<file path="src/common/telemetry_pkg.sv">
package telemetry_pkg;

  // ----------------------------------------------------------------
  // Command codes
  // ----------------------------------------------------------------
  localparam logic [7:0] CMD_STATUS_OUTPUT_VOLTAGE = 8'h7A;
  localparam logic [7:0] CMD_STATUS_OUTPUT_CURRENT = 8'h7B;
  localparam logic [7:0] CMD_STATUS_INPUT_SUPPLY = 8'h7C;
  localparam logic [7:0] CMD_STATUS_THERMAL = 8'h7D;
  localparam logic [7:0] CMD_STATUS_COMM_LOGIC = 8'h7E;
  localparam logic [7:0] CMD_STATUS_VENDOR_MONITOR = 8'h80;
  localparam logic [7:0] CMD_READING_INPUT_VOLTAGE = 8'h88;
  localparam logic [7:0] CMD_READING_INPUT_CURRENT = 8'h89;
  localparam logic [7:0] CMD_READING_OUTPUT_VOLTAGE = 8'h8B;
  localparam logic [7:0] CMD_READING_OUTPUT_CURRENT = 8'h8C;
  localparam logic [7:0] CMD_READING_INTERNAL_TEMP = 8'h8D;
  localparam logic [7:0] CMD_READING_EXTERNAL_TEMP = 8'h8E;
  localparam logic [7:0] CMD_READING_MONITOR_PIN_TEMP = 8'h8F;
  localparam logic [7:0] CMD_READING_DUTY_CYCLE = 8'h94;

  // ----------------------------------------------------------------
  // Reset values and bit positions
  // ----------------------------------------------------------------
  localparam logic [7:0] RST_STATUS = 8'h00;
  localparam logic [7:0] RST_VENDOR = 8'h0C;
  localparam int BIT_OUT_OV = 7;
  localparam int BIT_OUT_UV = 4;
  localparam int BIT_OC = 7;
  localparam int BIT_UC = 4;
  localparam int BIT_CML_CMD = 7;
  localparam int BIT_CML_DATA = 6;
  localparam int BIT_CML_PEC = 5;
  localparam int BIT_CML_OTHER = 1;
  localparam int BIT_SUMMARY_OTHER = 9;
  localparam int BIT_USER_TEMP3 = 12;
  localparam logic [7:0] MASK_OUT_VOLT = 8'h90;
  localparam logic [7:0] MASK_OUT_CURR = 8'h90;
  localparam logic [7:0] MASK_HIGH_NIBBLE = 8'hF0;
  localparam logic [7:0] MASK_CML = 8'hE2;
  localparam logic [7:0] MASK_VENDOR = 8'h7B;
  localparam int EXP_MSB = 15;
  localparam int EXP_LSB = 11;
  localparam int MAN_MSB = 10;
  localparam logic [15:0] READ_UNMAPPED = 16'h0000;

  // ----------------------------------------------------------------
  // Carriers
  // ----------------------------------------------------------------
  typedef struct packed {
    logic out_ov;
    logic out_uv;
    logic oc;
    logic uc;
    logic [3:0] thermal;  // overtemp_fault, ot_warn, ut_warn, undertemp_fault
  } page_events_t;

  typedef struct packed {
    logic [3:0] input_supply;  // ov_fault, ov_warn, uv_warn, uv_fault
    logic bad_command;
    logic bad_data;
    logic pec_error;
    logic other_comm;
    logic sharing_bus_error;
    logic monitor_uv_warn;
    logic monitor_ov_warn;
    logic sync_loss;
    logic monitor_uv_fault;
    logic monitor_ov_fault;
  } global_events_t;

  typedef struct packed {
    logic [4:0] exponent;
    logic [10:0] mantissa;
  } linear11_t;

  typedef struct packed {
    linear11_t input_voltage;
    linear11_t input_current;
    linear11_t internal_temp;
    linear11_t monitor_pin_temp;
  } global_readings_t;

  typedef struct packed {
    logic [15:0] output_voltage;
    linear11_t output_current;
    linear11_t external_temp;
    linear11_t duty_cycle;
  } page_readings_t;

endpackage

</file>
<file path="src/logic/status_telemetry_bank.sv">
`timescale 1ns/100ps

// Functional notes
// - Output undervoltage sets bit 4; others zero
// - Per-page current status byte, resets zero
// - Overcurrent bit 7, undercurrent bit 4
// - Global input status, bits 7 to 4
// - Per-page thermal status, bits 7 to 4
// - Bad command bit 7, bad data 6
// - Packet error sets comm bit 5
// - Protected write or other fault bit 1
// - Sharing bus error sets vendor bit 6
// - Monitor ten-percent warnings set bits 5, 4
// - Sync loss sets vendor bit 3
// - Monitor faults bits 1, 0; 7,2 unused
// - Input, comm, vendor global; others paged
// - Input voltage global linear word
// - Input current global linear word
// - Output voltage unsigned, exponent minus thirteen
// - Output current paged linear word
// - Internal temperature global linear word
// - External temperature paged linear word
// - Third temperature only when config bit 12
// - Third temperature from monitor volts formula
// - Duty cycle paged linear, zero to 100
// - Output overvoltage sets bit 7
// - Summary bit 9 when any global or selected-page status set
module status_telemetry_bank #(
  parameter int PAGES = 2
) (
  input wire logic i_clk,
  input wire logic i_arst_n,
  input wire logic i_ce,
  input wire logic i_page,
  input wire logic i_read,
  input wire logic [7:0] i_command,
  input wire logic i_clear_faults,
  input wire logic [15:0] i_user_config,
  input wire telemetry_pkg::page_events_t i_page_events [PAGES],
  input wire telemetry_pkg::global_events_t i_global_events,
  input wire telemetry_pkg::global_readings_t i_global_readings,
  input wire telemetry_pkg::page_readings_t i_page_readings [PAGES],
  output logic [15:0] o_read_data,
  output logic o_read_valid,
  output logic o_read_known,
  output logic [15:0] o_summary_word
);
  import telemetry_pkg::*;

  // ----------------------------------------------------------------
  // Event inputs come from analog comparators: two-stage sync
  // ----------------------------------------------------------------
  page_events_t page_sync1 [PAGES];
  page_events_t page_sync2 [PAGES];
  global_events_t glob_sync1;
  global_events_t glob_sync2;
  logic [7:0] stat_vout [PAGES];
  logic [7:0] stat_iout [PAGES];
  logic [7:0] stat_temp [PAGES];
  logic [7:0] stat_input;
  logic [7:0] stat_cml;
  logic [7:0] stat_vendor;
  logic [15:0] next_read_data;
  logic next_known;
  logic any_set;

  always_ff @(posedge i_clk or negedge i_arst_n) begin
    if (!i_arst_n) begin
      glob_sync1 <= '0;
      glob_sync2 <= '0;
    end else if (i_ce) begin
      glob_sync1 <= i_global_events;
      glob_sync2 <= glob_sync1;
    end
  end

  // ----------------------------------------------------------------
  // Per-page sticky status bytes
  // ----------------------------------------------------------------
  genvar g;
  generate
    for (g = 0; g < PAGES; g++) begin : g_page
      logic [7:0] vout_set;
      logic [7:0] iout_set;
      logic [7:0] temp_set;
      assign vout_set = {page_sync2[g].out_ov, 2'b00, page_sync2[g].out_uv, 4'h0};
      assign iout_set = {page_sync2[g].oc, 2'b00, page_sync2[g].uc, 4'h0};
      assign temp_set = {page_sync2[g].thermal, 4'h0};

      always_ff @(posedge i_clk or negedge i_arst_n) begin
        if (!i_arst_n) begin
          page_sync1[g] <= '0;
          page_sync2[g] <= '0;
        end else if (i_ce) begin
          page_sync1[g] <= i_page_events[g];
          page_sync2[g] <= page_sync1[g];
        end
      end

      // Set wins over a clear arriving in the same cycle
      always_ff @(posedge i_clk or negedge i_arst_n) begin
        if (!i_arst_n) begin
          stat_vout[g] <= RST_STATUS;
          stat_iout[g] <= RST_STATUS;
          stat_temp[g] <= RST_STATUS;
        end else if (i_ce) begin
          stat_vout[g] <= ((i_clear_faults ? RST_STATUS : stat_vout[g]) | vout_set) & MASK_OUT_VOLT;
          stat_iout[g] <= ((i_clear_faults ? RST_STATUS : stat_iout[g]) | iout_set) & MASK_OUT_CURR;
          stat_temp[g] <= ((i_clear_faults ? RST_STATUS : stat_temp[g]) | temp_set) & MASK_HIGH_NIBBLE;
        end
      end
    end
  endgenerate

  // ----------------------------------------------------------------
  // Global sticky status bytes
  // ----------------------------------------------------------------
  logic [7:0] input_set;
  logic [7:0] cml_set;
  logic [7:0] vendor_set;
  assign input_set = {glob_sync2.input_supply, 4'h0};
  assign cml_set = {glob_sync2.bad_command, glob_sync2.bad_data, glob_sync2.pec_error,
                    3'b000, glob_sync2.other_comm, 1'b0};
  assign vendor_set = {1'b0, glob_sync2.sharing_bus_error,
                       glob_sync2.monitor_uv_warn, glob_sync2.monitor_ov_warn,
                       glob_sync2.sync_loss, 1'b0,
                       glob_sync2.monitor_uv_fault, glob_sync2.monitor_ov_fault};

  always_ff @(posedge i_clk or negedge i_arst_n) begin
    if (!i_arst_n) begin
      stat_input <= RST_STATUS;
      stat_cml <= RST_STATUS;
      stat_vendor <= RST_VENDOR;
    end else if (i_ce) begin
      stat_input <= ((i_clear_faults ? RST_STATUS : stat_input) | input_set) & MASK_HIGH_NIBBLE;
      stat_cml <= ((i_clear_faults ? RST_STATUS : stat_cml) | cml_set) & MASK_CML;
      stat_vendor <= ((i_clear_faults ? RST_STATUS : stat_vendor) | vendor_set) & MASK_VENDOR;
    end
  end

  // ----------------------------------------------------------------
  // Summary word for the selected page
  // ----------------------------------------------------------------
  assign any_set = |{stat_vout[i_page], stat_iout[i_page], stat_temp[i_page],
                     stat_input, stat_cml, stat_vendor};

  always_ff @(posedge i_clk or negedge i_arst_n) begin
    if (!i_arst_n) begin
      o_summary_word <= '0;
    end else if (i_ce) begin
      o_summary_word <= '0;
      o_summary_word[BIT_SUMMARY_OTHER] <= any_set;
    end
  end

  // ----------------------------------------------------------------
  // Read decode; readings sampled on the read, not continuously
  // ----------------------------------------------------------------
  always_comb begin
    next_read_data = READ_UNMAPPED;
    next_known = 1'b1;
    case (i_command)
      CMD_STATUS_OUTPUT_VOLTAGE: next_read_data = {8'h00, stat_vout[i_page]};
      CMD_STATUS_OUTPUT_CURRENT: next_read_data = {8'h00, stat_iout[i_page]};
      CMD_STATUS_INPUT_SUPPLY: next_read_data = {8'h00, stat_input};
      CMD_STATUS_THERMAL: next_read_data = {8'h00, stat_temp[i_page]};
      CMD_STATUS_COMM_LOGIC: next_read_data = {8'h00, stat_cml};
      CMD_STATUS_VENDOR_MONITOR: next_read_data = {8'h00, stat_vendor};
      CMD_READING_INPUT_VOLTAGE: next_read_data = i_global_readings.input_voltage;
      CMD_READING_INPUT_CURRENT: next_read_data = i_global_readings.input_current;
      CMD_READING_OUTPUT_VOLTAGE: next_read_data = i_page_readings[i_page].output_voltage;
      CMD_READING_OUTPUT_CURRENT: next_read_data = i_page_readings[i_page].output_current;
      CMD_READING_INTERNAL_TEMP: next_read_data = i_global_readings.internal_temp;
      CMD_READING_EXTERNAL_TEMP: next_read_data = i_page_readings[i_page].external_temp;
      CMD_READING_MONITOR_PIN_TEMP: begin
        // The monitor front end applies (V - 0.6)/0.008; only gate it here
        if (i_user_config[BIT_USER_TEMP3]) begin
          next_read_data = i_global_readings.monitor_pin_temp;
        end else begin
          next_known = 1'b0;
        end
      end
      CMD_READING_DUTY_CYCLE: next_read_data = i_page_readings[i_page].duty_cycle;
      default: next_known = 1'b0;
    endcase
  end

  always_ff @(posedge i_clk or negedge i_arst_n) begin
    if (!i_arst_n) begin
      o_read_data <= READ_UNMAPPED;
      o_read_valid <= 1'b0;
      o_read_known <= 1'b0;
    end else if (i_ce) begin
      o_read_valid <= i_read;
      if (i_read) begin
        o_read_data <= next_known ? next_read_data : READ_UNMAPPED;
        o_read_known <= next_known;
      end
    end
  end
endmodule // status_telemetry_bank

</file>
<file path="config.mk">
export PLATFORM = sky130hd
export DESIGN_NAME = status_telemetry_bank
export DESIGN_NICKNAME = d
export VERILOG_FILES = /design/src/common/telemetry_pkg.sv /design/src/logic/status_telemetry_bank.sv
export SDC_FILE = /design/constraint.sdc
export NUM_CORES = 1
export LEC_CHECK = 0
export CAP_MARGIN = 25
export CORE_MARGIN = 1.5
export CORE_UTILIZATION = 45
export DETAILED_ROUTE_END_ITERATION = 6
export DONT_BUFFER_PORTS = 1
export GPL_TIMING_DRIVEN = 0
export REMOVE_ABC_BUFFERS = 1
export SKIP_LAST_GASP = 1
export SLEW_MARGIN = 20
export SYNTH_ARGS = -nofsm -noshare
export SYNTH_HDL_FRONTEND = slang
export SYNTH_SLANG_ARGS = --single-unit
</file>
<file path="constraint.sdc">
create_clock -name i_clk -period 1.9 [get_ports i_clk]
set_input_delay 0 -clock i_clk [delete_from_list [all_inputs] [get_ports i_clk]]
set_output_delay 0 -clock i_clk [all_outputs]
set_load 0.05 [all_outputs]
</file>
# After elaboration in Yosys (flattened, before gate mapping)
# Index checks and enable logic that the tools add are counted.
# W data, S select, Z words.
op_classes:
  muxes: 26
  reduce_logical: 3
  bitwise: 10
  order_cmp: 1
  eq_ne: 14
op_table:
  columns: ["op", "n"]
  rows:
  - ["$pmux W16 S14", 1]
  - ["$mux W64", 3]
  - ["$mux W8", 17]
  - ["$eq A8 B8 Y1 const B", 9]
  - ["$or A8 B8 Y8", 8]
  - ["$eq A8 B7 Y1 const B", 5]
  - ["$reduce_or A39 Y1", 1]
  - ["$mux W16", 2]
  - ["$reduce_or A13 Y1", 1]
  - ["$mux W7", 1]
  - ["$or A7 B7 Y7", 1]
  - ["$ge A2 B2 Y1 const B", 1]
  - ["$not A1 Y2", 1]
  - ["$pmux W1 S2", 1]
  - ["$reduce_and A2 Y1", 1]
  - ["$mux W1", 1]
word_totals:
  output_inout_bits: 34
  elab_cells: 109
  ff_bits: 110
  in_bits: 252

# Longest topological paths before layout
depth:
  depth_word: 6
  mapped_depth: 8
  ltp_nobuf: 5

# Worst setup path before layout
# OpenSTA, ideal clock, no wires.
synth_timing:
  kind: "input to register"
  from: "input i_page"
  to: "register o_read_data[10]"
  arrival_time_ns: 1.397
  setup_time_ns: 0.132
  setup_slack_ns: 0.371
  path_stages: 7
  path_buffers: 3
  required_time_ns: 1.768
  cell_sequence: "buf_2 -> buf_2 -> buf_2 -> mux2i_1 -> o21ai_0 -> a2111oi_0 -> nor2_1"
synth_between:
  elab_chain_len: 6
synth_rtl:
  columns: ["item", "line", "rtl"]
  rows:
  - ["start: declaration", "status_telemetry_bank.sv:34", "input wire logic i_page,"]
  - ["$not A1 Y2 (not written as such)", null, null]
  - ["$mux W64 (not written as such)", "status_telemetry_bank.sv:183", "CMD_READING_DUTY_CYCLE: next_read_data = i_page_readings[i_page].duty_cycle;"]
  - ["$mux W64 (not written as such)", "status_telemetry_bank.sv:174", "CMD_READING_EXTERNAL_TEMP: next_read_data = i_page_readings[i_page].external_temp;"]
  - ["$mux W64 (not written as such)", "status_telemetry_bank.sv:172", "CMD_READING_OUTPUT_CURRENT: next_read_data = i_page_readings[i_page].output_current;"]
  - ["$pmux W16 S14", "status_telemetry_bank.sv:162", "case (i_command)"]
  - ["$mux W16", "status_telemetry_bank.sv:196", "o_read_data <= next_known ? next_read_data : READ_UNMAPPED;"]
  - ["end signal: assignment", "status_telemetry_bank.sv:196", null]
  - ["end: declaration", "status_telemetry_bank.sv:43", "output logic [15:0] o_read_data,"]
# Every way passes these cells. The select of a mux whose other input is x is not followed.
# A chain may end at the register's enable or synchronous reset.

# Final worst setup path
layout_timing:
  from: "input i_command[5]"
  to: "register o_read_data[13]"
layout_between:
  elab_chain_len: 4
  elab_cells_between_ends: 18
  classes_between: "eq/ne: 14; mux: 3; reduce/logical: 1"
layout_rtl:
  columns: ["item", "line", "rtl"]
  rows:
  - ["start: declaration", "status_telemetry_bank.sv:36", "input wire logic [7:0] i_command,"]
  - ["$eq A8 B8 Y1 or $eq A8 B7 Y1 (tied branches)", "status_telemetry_bank.sv:162", null]
  - ["$reduce_or A13 Y1 (no source line)", null, null]
  - ["$pmux W1 S2", "status_telemetry_bank.sv:162", null]
  - ["$mux W16 (*)", "status_telemetry_bank.sv:196", null]
# Mark *: on every way between the ends. The rest lies on a longest branch, timed or not.

==> metrics.cfg <==
[status]
outcome=complete, but fails checks
violations=hold timing

[sta]
grt_setup_unrepaired=false
min_period_over_period=0.929
fin_tns_setup_ns=0
slew_viol_final=0
fin_skew_ns=0.00863
post-route-min-period_ns=1.76
finalWorstSetupSlack_ns=0.135
max_freq_ghz=0.567
worst_pin_slew_ns=0.959
relSlewSlack=0.360
holdWs_ns=-0.657
setup_viol=0
hold_violations=110

[floorplanning]
die_h_um=120
std_cell_rows=42
core_mm2=0.0133
dieArea_mm2=0.0145
start_util=0.465
fp.dieW_um=120
num_io_pins=286

[clock_network]
hold_buffers=85
cts.htree.levels=3
cts.path.max_buffers=2
numClockSinks=110
clk_pin_slew_ns=0.08
cts_tree=done
insertion_delay_ns=0.35
cts_buffers=9
cts_root_buffer=clkbuf_16

[global_routing]
grt_util_all_layers=0.260
grt_pass1_vias=5081
grt_max_degree=111
grt_overflow_total=0
antenna_found_initial=1
grt_pass1_wl_um=28500

[logic_synthesis]
synth_compound_area_frac=0.191
syn_inst=548
synth_xor_xnor_area_share=0
synth_top_family_by_area=multiplexers
yosysSeqAreaShare=0.444
netlist_area_mm2=0.00621
synthArstFlopShare=1.00
synth_fa_ha_area_frac=0
synth_seq_cells=110
synth_simple_gate_area_frac=0.0848
synthDistinctLibCells=60
synth_edf_count=0
synthMuxAreaShare=0.226
synth_ff_type=dfrtp_1
ys_warn_count=0
synth_area_per_cell_um2=11.3

[worst_setup_path]
worstPathArrival_ns=2.06
r2r_slack_ns=0.21
critPathLaunch=i_command[5]
crit_type=in2reg
r2r_start=stat_vendor[0]$_DFFE_PN0P_
worstSetupEndpointType=flip-flop
reg2regPathDepth=5
rr_endpoint=o_read_data[0]$_DFFE_PN0P_
crit_required_ns=2.19
start_kind=input port
cp_max_fo=8
endpoint=o_read_data[13]$_DFFE_PN0P_

[drt]
drt_pass1_iterations=5
via_count=4967
drt_iter0_drc=315
avgViaCountPerCell=6.34
wl_um=19400
drc=0
wire_per_inst_um=24.8
ant_nets=0

[layout]
fin_util=0.552
fin_cells=784
nets=854
fill_cells=1175
syn_to_final_growth_pct=18.7
drive_above_1_share=0.176

[placement]
place_congestion=0.834
pre_cts_slack_ns=0.0800
portBuffers=0
dpl.cell_count=679
hpwl_um=13200

[power_and_ir_drop]
leakage_uw=0.00302
pwr_density_cell_mw_per_mm2=777
peakVddDrop_v=0.000527

[job]
timing.max_cap.violations=0

[hold_path]
hp-class=in2async

[synth_stat cells (3+ instances only)]
master / instances / area (um2)
o211ai_1: 3 / 22.5
and4b_1: 4 / 40.0
nor3_1: 3 / 15.0
dfrtp_1: 108 / 2700
a21oi_1: 18 / 90.1
a221oi_1: 5 / 43.8
a22oi_1: 21 / 158
a22o_1: 32 / 280
o32a_1: 4 / 40.0
nor2_1: 16 / 60.1
mux2_2: 73 / 822
a221o_1: 6 / 60.1
buf_2: 20 / 100
nand4b_1: 3 / 26.3
buf_4: 16 / 120
nand2b_1: 3 / 18.8
nand2_1: 21 / 78.8
nand3_1: 5 / 25.0
buf_1: 3 / 11.3
nor4_1: 6 / 37.5
a211o_1: 5 / 43.8
mux2i_1: 58 / 581
clkbuf_1: 21 / 78.8
o21ai_0: 14 / 70.1
a32oi_1: 3 / 26.3
o2bb2ai_1: 7 / 61.3
o22ai_1: 24 / 150
[power by group]
group	leakage [uW]	total [uW]	switching, uW	internal (uW)
clock network	0.000142	1870	862	1010
logic	0.00158	908	361	547
registers	0.00130	2950	307	2640
total	0.00302	5730	1530	4200
[metal layers]
layer	routed length, um	GRT usage	up-vias	share of wire
li1	-	-	2215	-
met1	7680	0.313	2455	0.40
met2	9770	0.448	242	0.50
met3	1200	0.0458	55	0.062
met4	781	0.129	0	0.040
met5	0	0	-	0
[kinds of logic (layout without fill, tap and decap cells)]
kind of cell,Yosys count,count (layout)
flip-flops,110,110
AND/OR/NAND/NOR,84,84
buffers and inverters,63,108
multiplexers,131,131
other,1,16
AO/OA/AOI/OAI,159,159
[sequential cells by signal (all words and copies together), names as in the netlist]
name	count
stat_cml	4
cml_set	4
g_page.temp_set	8
glob_sync2	10
stat_temp	8
stat_input	4
glob_sync1	14
stat_iout	4
g_page.iout_set	4
page_sync1	16
o_summary_word	1
o_read_valid	1
g_page.vout_set	4
stat_vout	4
stat_vendor	7
o_read_known	1
o_read_data	16
[stage by stage]
step                total power [uW]  cell area (um2)
finish                          5730             7370
global route                    5950             7370
CTS                             5750             7340
detailed placement              3680             6180
global placement                3650             6150
floorplan                       3490             5930
[placed cells by master (no fill, tap or decap), types with 4 or more instances in the layout]
cell,n
a211o_1,5
a21oi_1,18
a221o_1,6
a221oi_1,5
a22o_1,32
a22oi_1,21
and4b_1,4
buf_4,4
clkbuf_16,9
conb_1,15
dfrtp_1,108
dlygate4sd3_1,84
mux2_2,73
mux2i_1,58
nand2_1,20
nand3_1,5
nor2_1,16
nor4_1,6
o21ai_0,14
o22ai_1,24
o2bb2ai_1,7
o32a_1,4
[worst min path at each step]
| stage | endpoint | slack [ns] | start | cells past startpoint |
|---|---|---|---|---|
| floorplan | cml_set[1]$_DFFE_PN0P_ | -0.30 | i_arst_n | 0 |
| global placement | page_sync1[3]$_DFFE_PN0P_ | -0.29 | i_arst_n | 0 |
| detailed placement | g_page[1].vout_set[7]$_DFFE_PN0P_ | -0.29 | i_arst_n | 0 |
| CTS | stat_vout[12]$_DFFE_PN0P_ | -0.67 | i_arst_n | 0 |
| global route | g_page[0].vout_set[7]$_DFFE_PN0P_ | -0.67 | i_arst_n | 0 |
| finish | page_sync1[3]$_DFFE_PN0P_ | -0.66 | i_arst_n | 0 |
[critical path, stage by stage]
cell,delay [ns]
or4b_4,0.61
nor4_4,0.29
buf_4,0.19
a32oi_1,0.05
dlygate4sd3_1,0.61
o211ai_1,0.13
o32a_1,0.18
[area by class of cell]
| cell class | instances | area (um2) | share of cell area |
|---|---|---|---|
| diodes | 1 | 2.50 | 0.000339 |
| clock inverters | 3 | 25.0 | 0.00339 |
| clock buffers | 13 | 270 | 0.0366 |
| inverters | 1 | 3.75 | 0.000509 |
| multi-input cells | 389 | 3180 | 0.432 |
| flip-flops and latches | 110 | 2760 | 0.374 |
| repair buffers | 91 | 915 | 0.124 |
| well taps | 176 | 220 | 0.0299 |
[timing repair]
action / in CTS / in global routing
buffers inserted: 0 / 3
gates resized for setup: 0 / 1
setup endpoints to repair: 0 / 2
endpoints found under the hold margin: 217 / 110
No activity file was read; power rests on OpenSTA's default activity.
